--- src/ast_pkg.sv ---
// ast_pkg: register map, field positions, reset values and timing for the serial transmitter
// assumes a classic wishbone slave with 32-bit data, one aligned word per register
package ast_pkg;

	// register byte addresses
	localparam logic [4:0] ADDR_TX_CTRL   = 5'h00;
	localparam logic [4:0] ADDR_RX_CTRL   = 5'h04;
	localparam logic [4:0] ADDR_HOLD      = 5'h08;
	localparam logic [4:0] ADDR_DIVISOR   = 5'h0c;

	// transmit_control_register fields
	localparam int TXC_NINTH_DATA   = 0;
	localparam int TXC_SHIFT_EMPTY  = 1;
	localparam int TXC_HIGH_SPEED   = 2;
	localparam int TXC_LINK_MODE    = 4;
	localparam int TXC_TX_ENABLE    = 5;
	localparam int TXC_NINE_BIT     = 6;

	// receive_control_register fields
	localparam int RXC_PORT_ENABLE  = 7;

	// flag / enable register fields (interrupt flag and enable share a word)
	localparam logic [4:0] ADDR_FLAG_EN   = 5'h10;
	localparam int FLG_TX_EMPTY     = 4;
	localparam int ENA_TX_IRQ       = 12;

	// reset values
	localparam logic [7:0] TXC_RESET      = 8'h02;
	localparam logic [7:0] DIVISOR_RESET  = 8'h00;

	// oversampling ratios per bit
	localparam int OVS_LOW_SPEED    = 64;
	localparam int OVS_HIGH_SPEED   = 16;
	localparam int RX_OVS           = 16;

	// character length without start/stop
	localparam int DATA_BITS_MAX    = 9;

	// received character as handed to the user side
	typedef struct packed {
		logic       valid;
		logic       ninth;
		logic [7:0] data;
	} ast_rx_char_type;

endpackage

--- src/ast_serial.sv ---
// ast_serial: asynchronous serial transmitter with baud generator and majority-vote receive sampler
// assumes a classic wishbone master on clk_i, and sleep_i driven by the core's power logic
//
// Summary of operation
// - one start, eight/nine data, one stop
// - least significant bit shifted first
// - baud from 8-bit divisor register
// - oversample x16 or x64 by high-speed select
// - transmitter and receiver independent, shared settings
// - no parity; ninth bit is software's
// - sleep halts all serial activity
// - asynchronous only when link mode clear
// - three receive samples, majority decides
// - low speed: samples seven, eight, nine
// - high speed: three edges before x4 edge
// - shifter reloads only after stop bit
// - reload in one cycle, flag then set
// - empty flag read-only, cleared by write
// - interrupt passed only when enable set
// - shifter empty status polled, no interrupt
// - setting transmit enable sets empty flag
// - start needs data and shift clock
// - idle shifter takes written data directly
// - clearing enable aborts, pin goes high-z
// - port enable hands pins to serial port
`timescale 1ns/10ps

module ast_serial
(
	// system
	input  wire logic                 clk_i,
	input  wire logic                 rst_i,
	input  wire logic                 sleep_i,
	// wishbone slave
	input  wire logic                 cyc_i,
	input  wire logic                 stb_i,
	input  wire logic                 we_i,
	input  wire logic [3:0]           sel_i,
	input  wire logic [4:0]           adr_i,
	input  wire logic [31:0]          dat_i,
	output logic      [31:0]          dat_o,
	output logic                      ack_o,
	// line pins
	input  wire logic                 receive_pin_i,
	output logic                      transmit_pin_o,
	output logic                      transmit_pin_oe_o,
	// interrupt request and receive sampler result
	output logic                      tx_irq_o,
	output logic                      rx_bit_o,
	output logic                      rx_bit_valid_o
);

	////////////////////////////////////////////////////////////////////////////
	// registers

	logic       nine_bit_select;
	logic       ninth_data_bit;
	logic       high_speed_baud_select;
	logic       link_mode_select;
	logic       transmit_enable;
	logic       serial_port_enable;
	logic       transmit_buffer_irq_enable;
	logic [7:0] baud_divisor_register;
	logic [7:0] transmit_holding_register;
	logic       hold_full;
	logic       transmit_buffer_empty_flag;
	logic       shifter_busy;

	logic       req;
	logic       wr_req;
	logic       active;

	assign req      = cyc_i && stb_i && !ack_o;
	assign wr_req   = req && we_i;
	// serial logic runs only when enabled, asynchronous and awake
	assign active   = serial_port_enable && !link_mode_select && !sleep_i;

	// word decode on byte address bits 4:2; the two low address bits are
	// ignored, so any byte address inside a word selects that word
	function automatic logic hit(input logic [4:0] a, input logic [4:0] off);
		hit = (a[4:2] == off[4:2]);
	endfunction

	logic wr_txc;
	logic wr_rxc;
	logic wr_hold;
	logic wr_div;
	logic wr_flg;
	assign wr_txc  = wr_req && sel_i[0] && hit(adr_i, ast_pkg::ADDR_TX_CTRL);
	assign wr_rxc  = wr_req && sel_i[0] && hit(adr_i, ast_pkg::ADDR_RX_CTRL);
	assign wr_hold = wr_req && sel_i[0] && hit(adr_i, ast_pkg::ADDR_HOLD);
	assign wr_div  = wr_req && sel_i[0] && hit(adr_i, ast_pkg::ADDR_DIVISOR);
	assign wr_flg  = wr_req && sel_i[1] && hit(adr_i, ast_pkg::ADDR_FLAG_EN);

	// bus answer: one cycle after the request, dropped the cycle after
	always_ff @(posedge clk_i)
	begin
		if (rst_i)
			ack_o <= 1'b0;
		else
			ack_o <= req;
	end

	always_ff @(posedge clk_i)
	begin
		if (rst_i)
		begin
			nine_bit_select        <= ast_pkg::TXC_RESET[ast_pkg::TXC_NINE_BIT];
			ninth_data_bit         <= ast_pkg::TXC_RESET[ast_pkg::TXC_NINTH_DATA];
			high_speed_baud_select <= ast_pkg::TXC_RESET[ast_pkg::TXC_HIGH_SPEED];
			link_mode_select       <= ast_pkg::TXC_RESET[ast_pkg::TXC_LINK_MODE];
			transmit_enable        <= ast_pkg::TXC_RESET[ast_pkg::TXC_TX_ENABLE];
		end
		else if (wr_txc)
		begin
			nine_bit_select        <= dat_i[ast_pkg::TXC_NINE_BIT];
			ninth_data_bit         <= dat_i[ast_pkg::TXC_NINTH_DATA];
			high_speed_baud_select <= dat_i[ast_pkg::TXC_HIGH_SPEED];
			link_mode_select       <= dat_i[ast_pkg::TXC_LINK_MODE];
			transmit_enable        <= dat_i[ast_pkg::TXC_TX_ENABLE];
		end
	end

	always_ff @(posedge clk_i)
	begin
		if (rst_i)
			serial_port_enable <= 1'b0;
		else if (wr_rxc)
			serial_port_enable <= dat_i[ast_pkg::RXC_PORT_ENABLE];
	end

	always_ff @(posedge clk_i)
	begin
		if (rst_i)
			transmit_buffer_irq_enable <= 1'b0;
		else if (wr_flg)
			transmit_buffer_irq_enable <= dat_i[ast_pkg::ENA_TX_IRQ];
	end

	always_ff @(posedge clk_i)
	begin
		if (rst_i)
			baud_divisor_register <= ast_pkg::DIVISOR_RESET;
		else if (wr_div)
			baud_divisor_register <= dat_i[7:0];
	end

	////////////////////////////////////////////////////////////////////////////
	// baud generator: one tick per (divisor+1) clocks, then divided by the ratio

	logic [7:0] div_cnt;
	logic       brg_tick;
	logic [5:0] ovs_cnt;
	logic       shift_clk;
	logic [5:0] ovs_last;

	// a new divisor takes effect at the next reload, not in mid-count
	assign brg_tick = active && (div_cnt == 8'h00);
	// bit period = ratio * (divisor + 1) clocks
	assign ovs_last = high_speed_baud_select ? 6'(ast_pkg::OVS_HIGH_SPEED - 1)
	                                         : 6'(ast_pkg::OVS_LOW_SPEED - 1);
	assign shift_clk = brg_tick && (ovs_cnt == ovs_last);

	always_ff @(posedge clk_i)
	begin
		if (rst_i || !active)
			div_cnt <= 8'h00;
		else if (div_cnt == 8'h00)
			div_cnt <= baud_divisor_register;
		else
			div_cnt <= div_cnt - 8'h01;
	end

	always_ff @(posedge clk_i)
	begin
		if (rst_i || !active)
			ovs_cnt <= 6'h00;
		else if (brg_tick)
			ovs_cnt <= (ovs_cnt >= ovs_last) ? 6'h00 : ovs_cnt + 6'h01;
	end

	////////////////////////////////////////////////////////////////////////////
	// transmitter: holding register and shift register

	logic [10:0] shift_reg;
	logic [3:0]  bits_left;
	logic        load_shift;

	// load when shifter idle and holding register full; data written while
	// transmit enable is clear waits here and goes out once it is set
	assign load_shift = active && transmit_enable && hold_full
	                  && !shifter_busy;

	always_ff @(posedge clk_i)
	begin
		if (rst_i)
		begin
			transmit_holding_register <= 8'h00;
			hold_full                 <= 1'b0;
		end
		else if (wr_hold)
		begin
			transmit_holding_register <= dat_i[7:0];
			hold_full                 <= 1'b1;
		end
		else if (load_shift)
			hold_full <= 1'b0;
	end

	// set wins over clear; write of new data clears
	// a holding write in the very cycle of a shifter load leaves the flag set,
	// so software should see the flag set before each holding write
	always_ff @(posedge clk_i)
	begin
		if (rst_i)
			transmit_buffer_empty_flag <= 1'b1;
		else if (load_shift || (wr_txc && dat_i[ast_pkg::TXC_TX_ENABLE] && !transmit_enable))
			transmit_buffer_empty_flag <= 1'b1;
		else if (wr_hold)
			transmit_buffer_empty_flag <= 1'b0;
	end

	always_ff @(posedge clk_i)
	begin
		if (rst_i || !transmit_enable || !active)
		begin
			// abort resets the shifter; pin released
			shifter_busy <= 1'b0;
			shift_reg    <= 11'h7ff;
			bits_left    <= 4'h0;
		end
		else if (load_shift)
		begin
			shifter_busy <= 1'b1;
			// stop, optional ninth, data, idle-high lsb; start forced at first shift clock, lsb first
			shift_reg    <= nine_bit_select
			              ? {1'b1, ninth_data_bit, transmit_holding_register, 1'b1}
			              : {2'b11, transmit_holding_register, 1'b1};
			bits_left    <= nine_bit_select ? 4'(ast_pkg::DATA_BITS_MAX + 2)
			                                : 4'(ast_pkg::DATA_BITS_MAX + 1);
		end
		else if (shifter_busy && shift_clk)
		begin
			if (bits_left == 4'h0)
				shifter_busy <= 1'b0;
			else
			begin
				// first shift clock drives the start bit low
				shift_reg <= (bits_left[3:0] == (nine_bit_select ? 4'hb : 4'ha))
				           ? {shift_reg[10:1], 1'b0}
				           : {1'b1, shift_reg[10:1]};
				bits_left <= bits_left - 4'h1;
			end
		end
	end

	always_ff @(posedge clk_i)
	begin
		if (rst_i)
		begin
			transmit_pin_o    <= 1'b1;
			transmit_pin_oe_o <= 1'b0;
		end
		else
		begin
			// pin and enable are registered, one clock behind the shifter
			transmit_pin_o    <= shift_reg[0];
			transmit_pin_oe_o <= serial_port_enable && !link_mode_select && transmit_enable;
		end
	end

	assign tx_irq_o = transmit_buffer_empty_flag && transmit_buffer_irq_enable;

	////////////////////////////////////////////////////////////////////////////
	// receive sampler: x16 phase counter, three samples, majority
	// the sampler is free running and not aligned to a start bit, so rx_bit_o
	// is the line level seen near the middle of each sample period

	logic [3:0] rx_phase;
	logic [2:0] rx_samples;
	logic       rx_tick;
	logic [5:0] rx_ovs;

	// own phase counter, shared divisor and ratio
	assign rx_tick = brg_tick;

	always_ff @(posedge clk_i)
	begin
		if (rst_i || !active)
		begin
			rx_ovs   <= 6'h00;
			rx_phase <= 4'h0;
		end
		else if (rx_tick)
		begin
			// at low speed the x64 tick is divided by 4 to give x16 per bit
			rx_ovs   <= (rx_ovs >= ovs_last) ? 6'h00 : rx_ovs + 6'h01;
			rx_phase <= high_speed_baud_select ? rx_ovs[3:0] : rx_ovs[5:2];
		end
	end

	logic take_sample;
	// phases 7,8,9 of sixteen; three edges just before the mid-bit x4 edge
	assign take_sample = rx_tick && (high_speed_baud_select
	                   ? (rx_ovs[3:0] >= 4'h5 && rx_ovs[3:0] <= 4'h7)
	                   : (rx_ovs[1:0] == 2'h3 && rx_phase >= 4'h6 && rx_phase <= 4'h8));

	always_ff @(posedge clk_i)
	begin
		if (rst_i)
			rx_samples <= 3'h7;
		else if (take_sample)
			rx_samples <= {rx_samples[1:0], receive_pin_i};
	end

	logic last_sample;
	assign last_sample = take_sample && (high_speed_baud_select
	                   ? rx_ovs[3:0] == 4'h7 : rx_phase == 4'h8);

	always_ff @(posedge clk_i)
	begin
		if (rst_i)
		begin
			rx_bit_o       <= 1'b1;
			rx_bit_valid_o <= 1'b0;
		end
		else
		begin
			rx_bit_valid_o <= last_sample;
			if (last_sample)
				rx_bit_o <= (rx_samples[1] & rx_samples[0]) | (rx_samples[1] & receive_pin_i)
				          | (rx_samples[0] & receive_pin_i);
		end
	end

	////////////////////////////////////////////////////////////////////////////
	// read data

	always_ff @(posedge clk_i)
	begin
		if (rst_i)
			dat_o <= 32'h0000_0000;
		else
		begin
			dat_o <= 32'h0000_0000;
			if (req && !we_i)
			begin
				if (hit(adr_i, ast_pkg::ADDR_TX_CTRL))
				begin
					dat_o[ast_pkg::TXC_NINE_BIT]    <= nine_bit_select;
					dat_o[ast_pkg::TXC_TX_ENABLE]   <= transmit_enable;
					dat_o[ast_pkg::TXC_LINK_MODE]   <= link_mode_select;
					dat_o[ast_pkg::TXC_HIGH_SPEED]  <= high_speed_baud_select;
					dat_o[ast_pkg::TXC_SHIFT_EMPTY] <= !shifter_busy;
					dat_o[ast_pkg::TXC_NINTH_DATA]  <= ninth_data_bit;
				end
				else if (hit(adr_i, ast_pkg::ADDR_RX_CTRL))
					dat_o[ast_pkg::RXC_PORT_ENABLE] <= serial_port_enable;
				else if (hit(adr_i, ast_pkg::ADDR_HOLD))
					dat_o[7:0] <= transmit_holding_register;
				else if (hit(adr_i, ast_pkg::ADDR_DIVISOR))
					dat_o[7:0] <= baud_divisor_register;
				else if (hit(adr_i, ast_pkg::ADDR_FLAG_EN))
				begin
					dat_o[ast_pkg::FLG_TX_EMPTY] <= transmit_buffer_empty_flag;
					dat_o[ast_pkg::ENA_TX_IRQ]   <= transmit_buffer_irq_enable;
				end
			end
		end
	end

endmodule

--- config.mk ---
export PLATFORM = sky130hd
export DESIGN_NAME = ast_serial
export DESIGN_NICKNAME = d
export VERILOG_FILES = /design/src/ast_pkg.sv /design/src/ast_serial.sv
export SDC_FILE = /design/constraint.sdc
export NUM_CORES = 1
export LEC_CHECK = 0
export ABC_AREA = 1
export BUFFER_PORTS_ARGS = -buffer_cell sky130_fd_sc_hd__buf_2
export CORE_AREA = 2 2 91 93
export CTS_BUF_LIST = sky130_fd_sc_hd__clkbuf_2
export DETAILED_ROUTE_END_ITERATION = 16
export DIE_AREA = 0 0 93 95
export HOLD_SLACK_MARGIN = 0.08
export MAX_ROUTING_LAYER = met4
export PLACE_DENSITY = 0.83
export SYNTH_ARGS = -nofsm -noshare
export SYNTH_HDL_FRONTEND = slang
export SYNTH_SLANG_ARGS = --single-unit
--- constraint.sdc ---
create_clock -name clk_i -period 2.9 [get_ports clk_i]
set_clock_uncertainty 0.2 [all_clocks]
set_input_delay 0 -clock clk_i [delete_from_list [all_inputs] [get_ports clk_i]]
set_output_delay 0 -clock clk_i [all_outputs]
set_load 0.01 [all_outputs]
==> key figures, run 1 <==
Run status
  – Status: completed

Die
  – # IOs: 86
  – Initial Util: 52.8%
  – Die Ht: 95 µm
  – Overall die area: 8840 µm²
  – Core area: just under 8000 µm²
  – FP Rows: 33
  – Die W: 93 µm

Critical path
  – CP peak stage delay: 0.60 ns
  – Reg-to-Reg Start: ack_o
  – CP required: 3.15 ns
  – Arrival time at the worst endpoint: 3.13 ns
  – CP startpoint: cyc_i
  – Critical path, cell by cell: dlygate4sd3_1, buf_2, dlygate4sd3_1, nand2_1, dlygate4sd3_1, nor2_1, dlygate4sd3_1, nand2_2, nor2_2, a22oi_1, inv_1
  – CP max stage cell: dlygate4sd3_1
  – Cell mode on critical path: dlygate4sd3_1
  – Worst path buffer plus inverter count: 6
  – CP Class: input port to flop
  – Setup crit end kind: flop
  – Startpoint Class: input port
  – Crit-path leading delay family: buffers and inverters
  – CP max FO: 6

Yosys
  – Ys flop type: dfxtp_1
  – Register bit count reported by yosys: 81
  – Synth top area share: 38.7%
  – Synth Cell Area: between 4000 and 5000 µm²
  – Async SR Flop Fraction: 0%
  – Seq/Total Area, Yosys: 38.7%
  – Post-synth EDFFs: 0
  – Syn Area/Cell: 7.21 µm²
  – Top cell type by total area after synthesis: dfxtp_1
  – Mapped Cells: 581
  – Synth warn: 0
  – Number of library cell types mapped by synthesis: 42
  – Largest cells by area after synthesis: dfxtp_1, nand2_1, inv_1, nand3_1, nor2_1

Global route
  – Largest net degree at the start of global routing: 28
  – Total gr overflow: 0
  – First-pass GRT wire length: 18600 µm
  – Initial antenna violation count: 0
  – Vias in the first global route: approximately 4000
  – GRT Total Usage: 27.4%

Timing
  – Final period utilization: 99.0%
  – Tmin final: 2.87 ns
  – Final Hold Viols: 0
  – Hold slack final: 0.119 ns
  – FMAX: approximately 0.35 GHz
  – Max-slew headroom: approximately 50%
  – RSZ-0062 raised after global routing: false
  – Setup slack after layout: 0.0283 ns
  – Count of pins over their slew limit: 0
  – Worst Tran Pin Value: 0.762 ns
  – Final setup violation count: 0
  – Total negative setup slack: 0 ns

Routing
  – Residual DRC: 0
  – Final ANT Viol Nets: 0
  – Post-DR vias/cell: 5.41
  – Final WL: 11100 µm
  – Wire per inst: 14.4 µm
  – Via count: 4161
  – First-pass detailed-route iteration total: 7
  – Initial drt markers: 283

Pwr
  – Power per Cell Area: 358 nW/µm²
  – Total power: 1.74 mW
  – Leak: 2.18 nW
  – VDD IR-drop max: 0.378 mV

Cells and area
  – Inserted Diodes: 0
  – Most frequent cells in the layout: nand2_1, dfxtp_1, inv_1
  – Commonest non-fill, non-tap cell in the layout: nand2_1
  – Final nets: 718
  – Layout area overhead: 16.0%
  – Post-layout util: 61.3%
  – Layout cells sized above 1: 12.2%
  – Number of flip-flops under the largest register name: 11

Clock tree
  – Clock sink total: 81
  – Clk slew on worst S/H paths: between 0.2 and 0.25 ns
  – Clk Latency, worst-skew pair: 0.54 ns
  – # H-tree levels: 3
  – Setup Fix Bufs, Post-CTS: 0
  – Root Buffer: clkbuf_2
  – CTS tree: built
  – Clock Tree Buf Depth: 2
  – CTS Buf Count: 9

Min path
  – Hold Path Class: input port to flop
  – Hold Path Origin: adr_i[3]

Place
  – GPL Wtd Cong: 0.891
  – Pre-CTS setup slack: around 0.7 ns
  – Port bufs: 35
  – Post-DP HPWL: around 7000 µm

Job
  – Max_cap viols: 0
## area by class of cell
class | count | area (µm²)
Clock inverter | 6 | 35.0
Inverter | 73 | 274
Clock buffer | 10 | 50.0
Tap cell | 105 | 131
Sequential cell | 81 | 1620
Fill cell | 675 | 3070
Multi-Input combinational cell | 414 | 2120
Timing Repair Buffer | 80 | 626
## layer usage
layer / GRT usage (%) / up-vias / part of all wire, %
li1: - / 2015 / -
met1: 30.8 / 1928 / 39
met2: 48.1 / 168 / 51
met3: 5.99 / 50 / 6.3
met4: 9.93 / 0 / 3.2
met5: - / - / 0
## Yosys cell counts, types with 2 or more instances
cell type  count
buf_2          3
nand2_1      117
inv_1         69
xor2_1         2
o21ai_0       43
ha_1          11
buf_6          4
o31ai_1        2
clkbuf_1       3
o22ai_1        3
nand3_4        3
a22oi_1        6
nor2_4         3
nand3b_1       2
nor2_1        63
dfxtp_1       81
nor2_2         6
nand2_2        5
nor3_1         3
inv_2          4
a21oi_1       42
nand3_1       48
a31oi_1        4
buf_4         24
nand4_1       13
## repair_timing
item,CTS,global route
gates resized for setup,0,4
hold buffers,45,0
hold endpoints to repair,77,0
endpoints found under the setup margin,0,4
## worst register-to-register path, delay by kind of cell (launching register included)
family	cells	cell delay, ns
DFF	1	0.37
buffers and inverters	5	1.51
and+or+nand+nor	6	0.67
## metrics by stage
step | cells | instance area (µm²)
after floorplan | 603 | 4270
after global placement | 708 | 4310
after detailed placement | 708 | 4310
after CTS | 769 | 4850
after global routing | 769 | 4860
final | 769 | 4860
## cells by family (layout without fill, tap and decap cells)
logic type / count (synthesis) / in the layout / synth area share [%]
simple gates: 269 / 269 / 29.9
buf+inv: 108 / 169 / 12.9
compound gates: 107 / 107 / 14.2
flops: 81 / 81 / 38.7
fa+ha+maj: 12 / 12 / 3.53
xor+xnor: 3 / 3 / 0.628
other cells: 1 / 23 / 0.0895
## where the power goes
group | internal (mW) | switching [mW] | total [mW] | leakage [nW]
Clock | 0.108 | 0.390 | 0.498 | 0.0490
Combinational | 0.0515 | 0.0668 | 0.118 | 1.48
Sequential | 1.12 | 0.00272 | 1.12 | 0.653
Total | 1.28 | 0.459 | 1.74 | 2.18
## worst paths after layout
path                           endpoint  slack, ns  depth (start not counted)
max                            dat_o[6]       0.03                         11
min reg2reg                  div_cnt[0]       0.25                          1
max reg2reg  transmit_buffer_empty_flag       0.11                         11
min                           dat_o[12]       0.12                          5
Note: power is estimated with default switching activity, not from simulation.
==> run 2: changes to the inputs <==
BUFFER_PORTS_ARGS = -buffer_cell sky130_fd_sc_hd__buf_4   (was -buffer_cell sky130_fd_sc_hd__buf_2)
GPL_TIMING_DRIVEN = 0   (was unset)
PLACE_DENSITY = 0.78   (was 0.83)
==> run 2 against run 1 <==
  * Wire length increased by 0.50%
  * Non-clock buffer count is 37 higher
  * Hold slack improved by 0.0025 ns
  * Die area did not move
  * Design area grew 8.3%
  * Combinational power up 31%
  * Clock power up 25%
  * Maximum frequency is 2.2% higher
  * Count of clock-buffer cells in the layout unchanged
  * Cell count increased by 4.8%
  * Sequential power hardly changed
  * Critical path type unchanged
  * Critical endpoint is now transmit_holding_register[2]
  * Largest power group unchanged
  * Highest routed layer unchanged
==> key figures, run 2 (synthesis results as in run 1) <==
Die
  – Core area: ~8000 µm²
  – Initial Util: 52.8%
  – Die Ht: about 95 µm
  – FP Rows: 33
  – # IOs: 86
  – Overall die area: 8840 µm²
  – Die W: 93 µm

Routing
  – Final WL: about 11000 µm
  – Final ANT Viol Nets: 0
  – Detail Route met3 WL: about 640 µm
  – Initial drt markers: 253
  – First-pass detailed-route iteration total: 6
  – Residual DRC: 0
  – Post-DR vias/cell: between 5 and 6
  – DRT met1 WL: 4640 µm
  – Met2 WL: about 5500 µm
  – DR top layer: met4
  – Wire per inst: 13.8 µm
  – Via count: 4228

Job
  – Max_cap viols: 0

Clock tree
  – Root Buffer: clkbuf_2
  – Clk slew on worst S/H paths: 0.24 ns
  – # H-tree levels: 3
  – Clk Latency, worst-skew pair: 0.57 ns
  – CTS Buf Count: 9
  – Clock sink total: 81
  – Clock Tree Buf Depth: 2
  – CTS tree: built

Global route
  – Total gr overflow: 0
  – Initial antenna violation count: 0
  – Vias in the first global route: 3974
  – First-pass GRT wire length: 18000 µm
  – Largest net degree at the start of global routing: 15
  – GRT Total Usage: 26.6%

Timing
  – FMAX: approximately 0.36 GHz
  – RSZ-0062 raised after global routing: false
  – Hold slack final: 0.122 ns
  – Tmin final: ~2.8 ns
  – Count of pins over their slew limit: 0
  – Total negative setup slack: 0 ns
  – Setup slack after layout: between 0.08 and 0.09 ns
  – Final period utilization: a little over nine tenths
  – Max-slew headroom: 63.6%
  – Final Hold Viols: 0
  – Final setup violation count: 0
  – Worst Tran Pin Value: 0.544 ns

Critical path
  – Crit-path leading delay family: buffers and inverters
  – CP required: between 3 and 4 ns
  – CP max stage cell: dlygate4sd3_1
  – Setup crit end kind: flop
  – Startpoint Class: input port
  – Critical path, cell by cell: dlygate4sd3_1, dlygate4sd3_1, buf_6, inv_2, clkbuf_1, o21ai_0, dlygate4sd3_1, nor2_1, dlygate4sd3_1
  – CP peak stage delay: just under 0.6 ns
  – CP max FO: 10
  – Worst path buffer plus inverter count: 7
  – CP Class: input port to flop
  – Arrival time at the worst endpoint: 3.15 ns
  – Cell mode on critical path: dlygate4sd3_1

Cells and area
  – Layout area overhead: 25.6%
  – Number of flip-flops under the largest register name: 11
  – Fill count: 678
  – Inserted Diodes: 0
  – Most frequent cells in the layout: nand2_1, dfxtp_1, inv_1
  – Layout cells sized above 1: between 10% and 20%
  – Fin area: 5260 µm²
  – Commonest non-fill, non-tap cell in the layout: nand2_1
  – Final nets: roughly 760

Run status
  – Status: completed

Pwr
  – Switching share of power: 25.9%
  – NetSw: 0.492 mW
  – VDD IR-drop max: around 0.27 mV
  – Int Pwr: about 1.4 mW
  – Reg power frac: 59.2%
  – Power per Cell Area: 361 nW/µm²
  – Leak: 2.41 nW
  – Logic pwr share: 8.1%
  – Clock power share: between 30% and 40%

Place
  – Pre-CTS setup slack: slightly above 0.8 ns
  – Port bufs: 34
  – Post-DP HPWL: 7420 µm
  – GPL Wtd Cong: 0.904
  – Area after DPL: 4660 µm²

Min path
  – Hold Path Class: input port to flop
## run 2: what timing repair did
item	in CTS	in global routing
hold buffers	48	1
setup buffers	0	0
setup endpoints to repair	0	3
endpoints found under the hold margin	81	1
resized for setup	0	7
## run 2: area by class of cell
class,instances,area [µm²],area share [%]
well taps,105,131,2.50
clock buffers,10,50.0,0.952
flip-flops and latches,81,1620,30.9
plain buffers,35,268,5.09
multi-input cells,414,2110,40.1
clock inverters,6,66.3,1.26
inverters,73,274,5.21
repair buffers,82,736,14.0
## run 2: per-layer routing
metal,global-route usage (%),up-vias
met1,29.7,1944
li1,-,2085
met5,-,-
met3,5.19,36
met2,46.4,163
met4,11.4,0
## run 2: worst min-delay path, cell delays in order
cell and delay [ns]:
dlygate4sd3_1 0.52, buf_4 0.14, nor3_4 0.08, nand2_1 0.07
a31oi_1 0.07
## run 2: final timing paths
path,endpoint,cells past startpoint,from,slack (ns)
worst max-delay path,transmit_holding_register[2],9,rst_i,0.09
worst min-delay path,dat_o[7],5,adr_i[2],0.12
worst max register to register,baud_divisor_register[3],11,ack_o,0.11
worst min register to register,div_cnt[0],1,div_cnt[0],0.26
## run 2: through the flow
step | utilization (%) | std cells | total power, mW
2_1_floorplan | - | 603 | 1.21
3_3_place_gp | 58.7 | 742 | 1.25
3_5_place_dp | 58.7 | 742 | 1.25
4_1_cts | 66.3 | 806 | 1.89
5_1_grt | 66.3 | 806 | 1.96
6_report | 66.3 | 806 | 1.90
## run 2: power by group through the flow
stage	clock [mW]	sequential [mW]	combinational (mW)
4_1_cts	0.623	1.12	0.144
5_1_grt	0.675	1.12	0.165
2_1_floorplan	0	1.14	0.0664
3_3_place_gp	0	1.14	0.103
3_5_place_dp	0	1.14	0.104
6_report	0.621	1.12	0.154
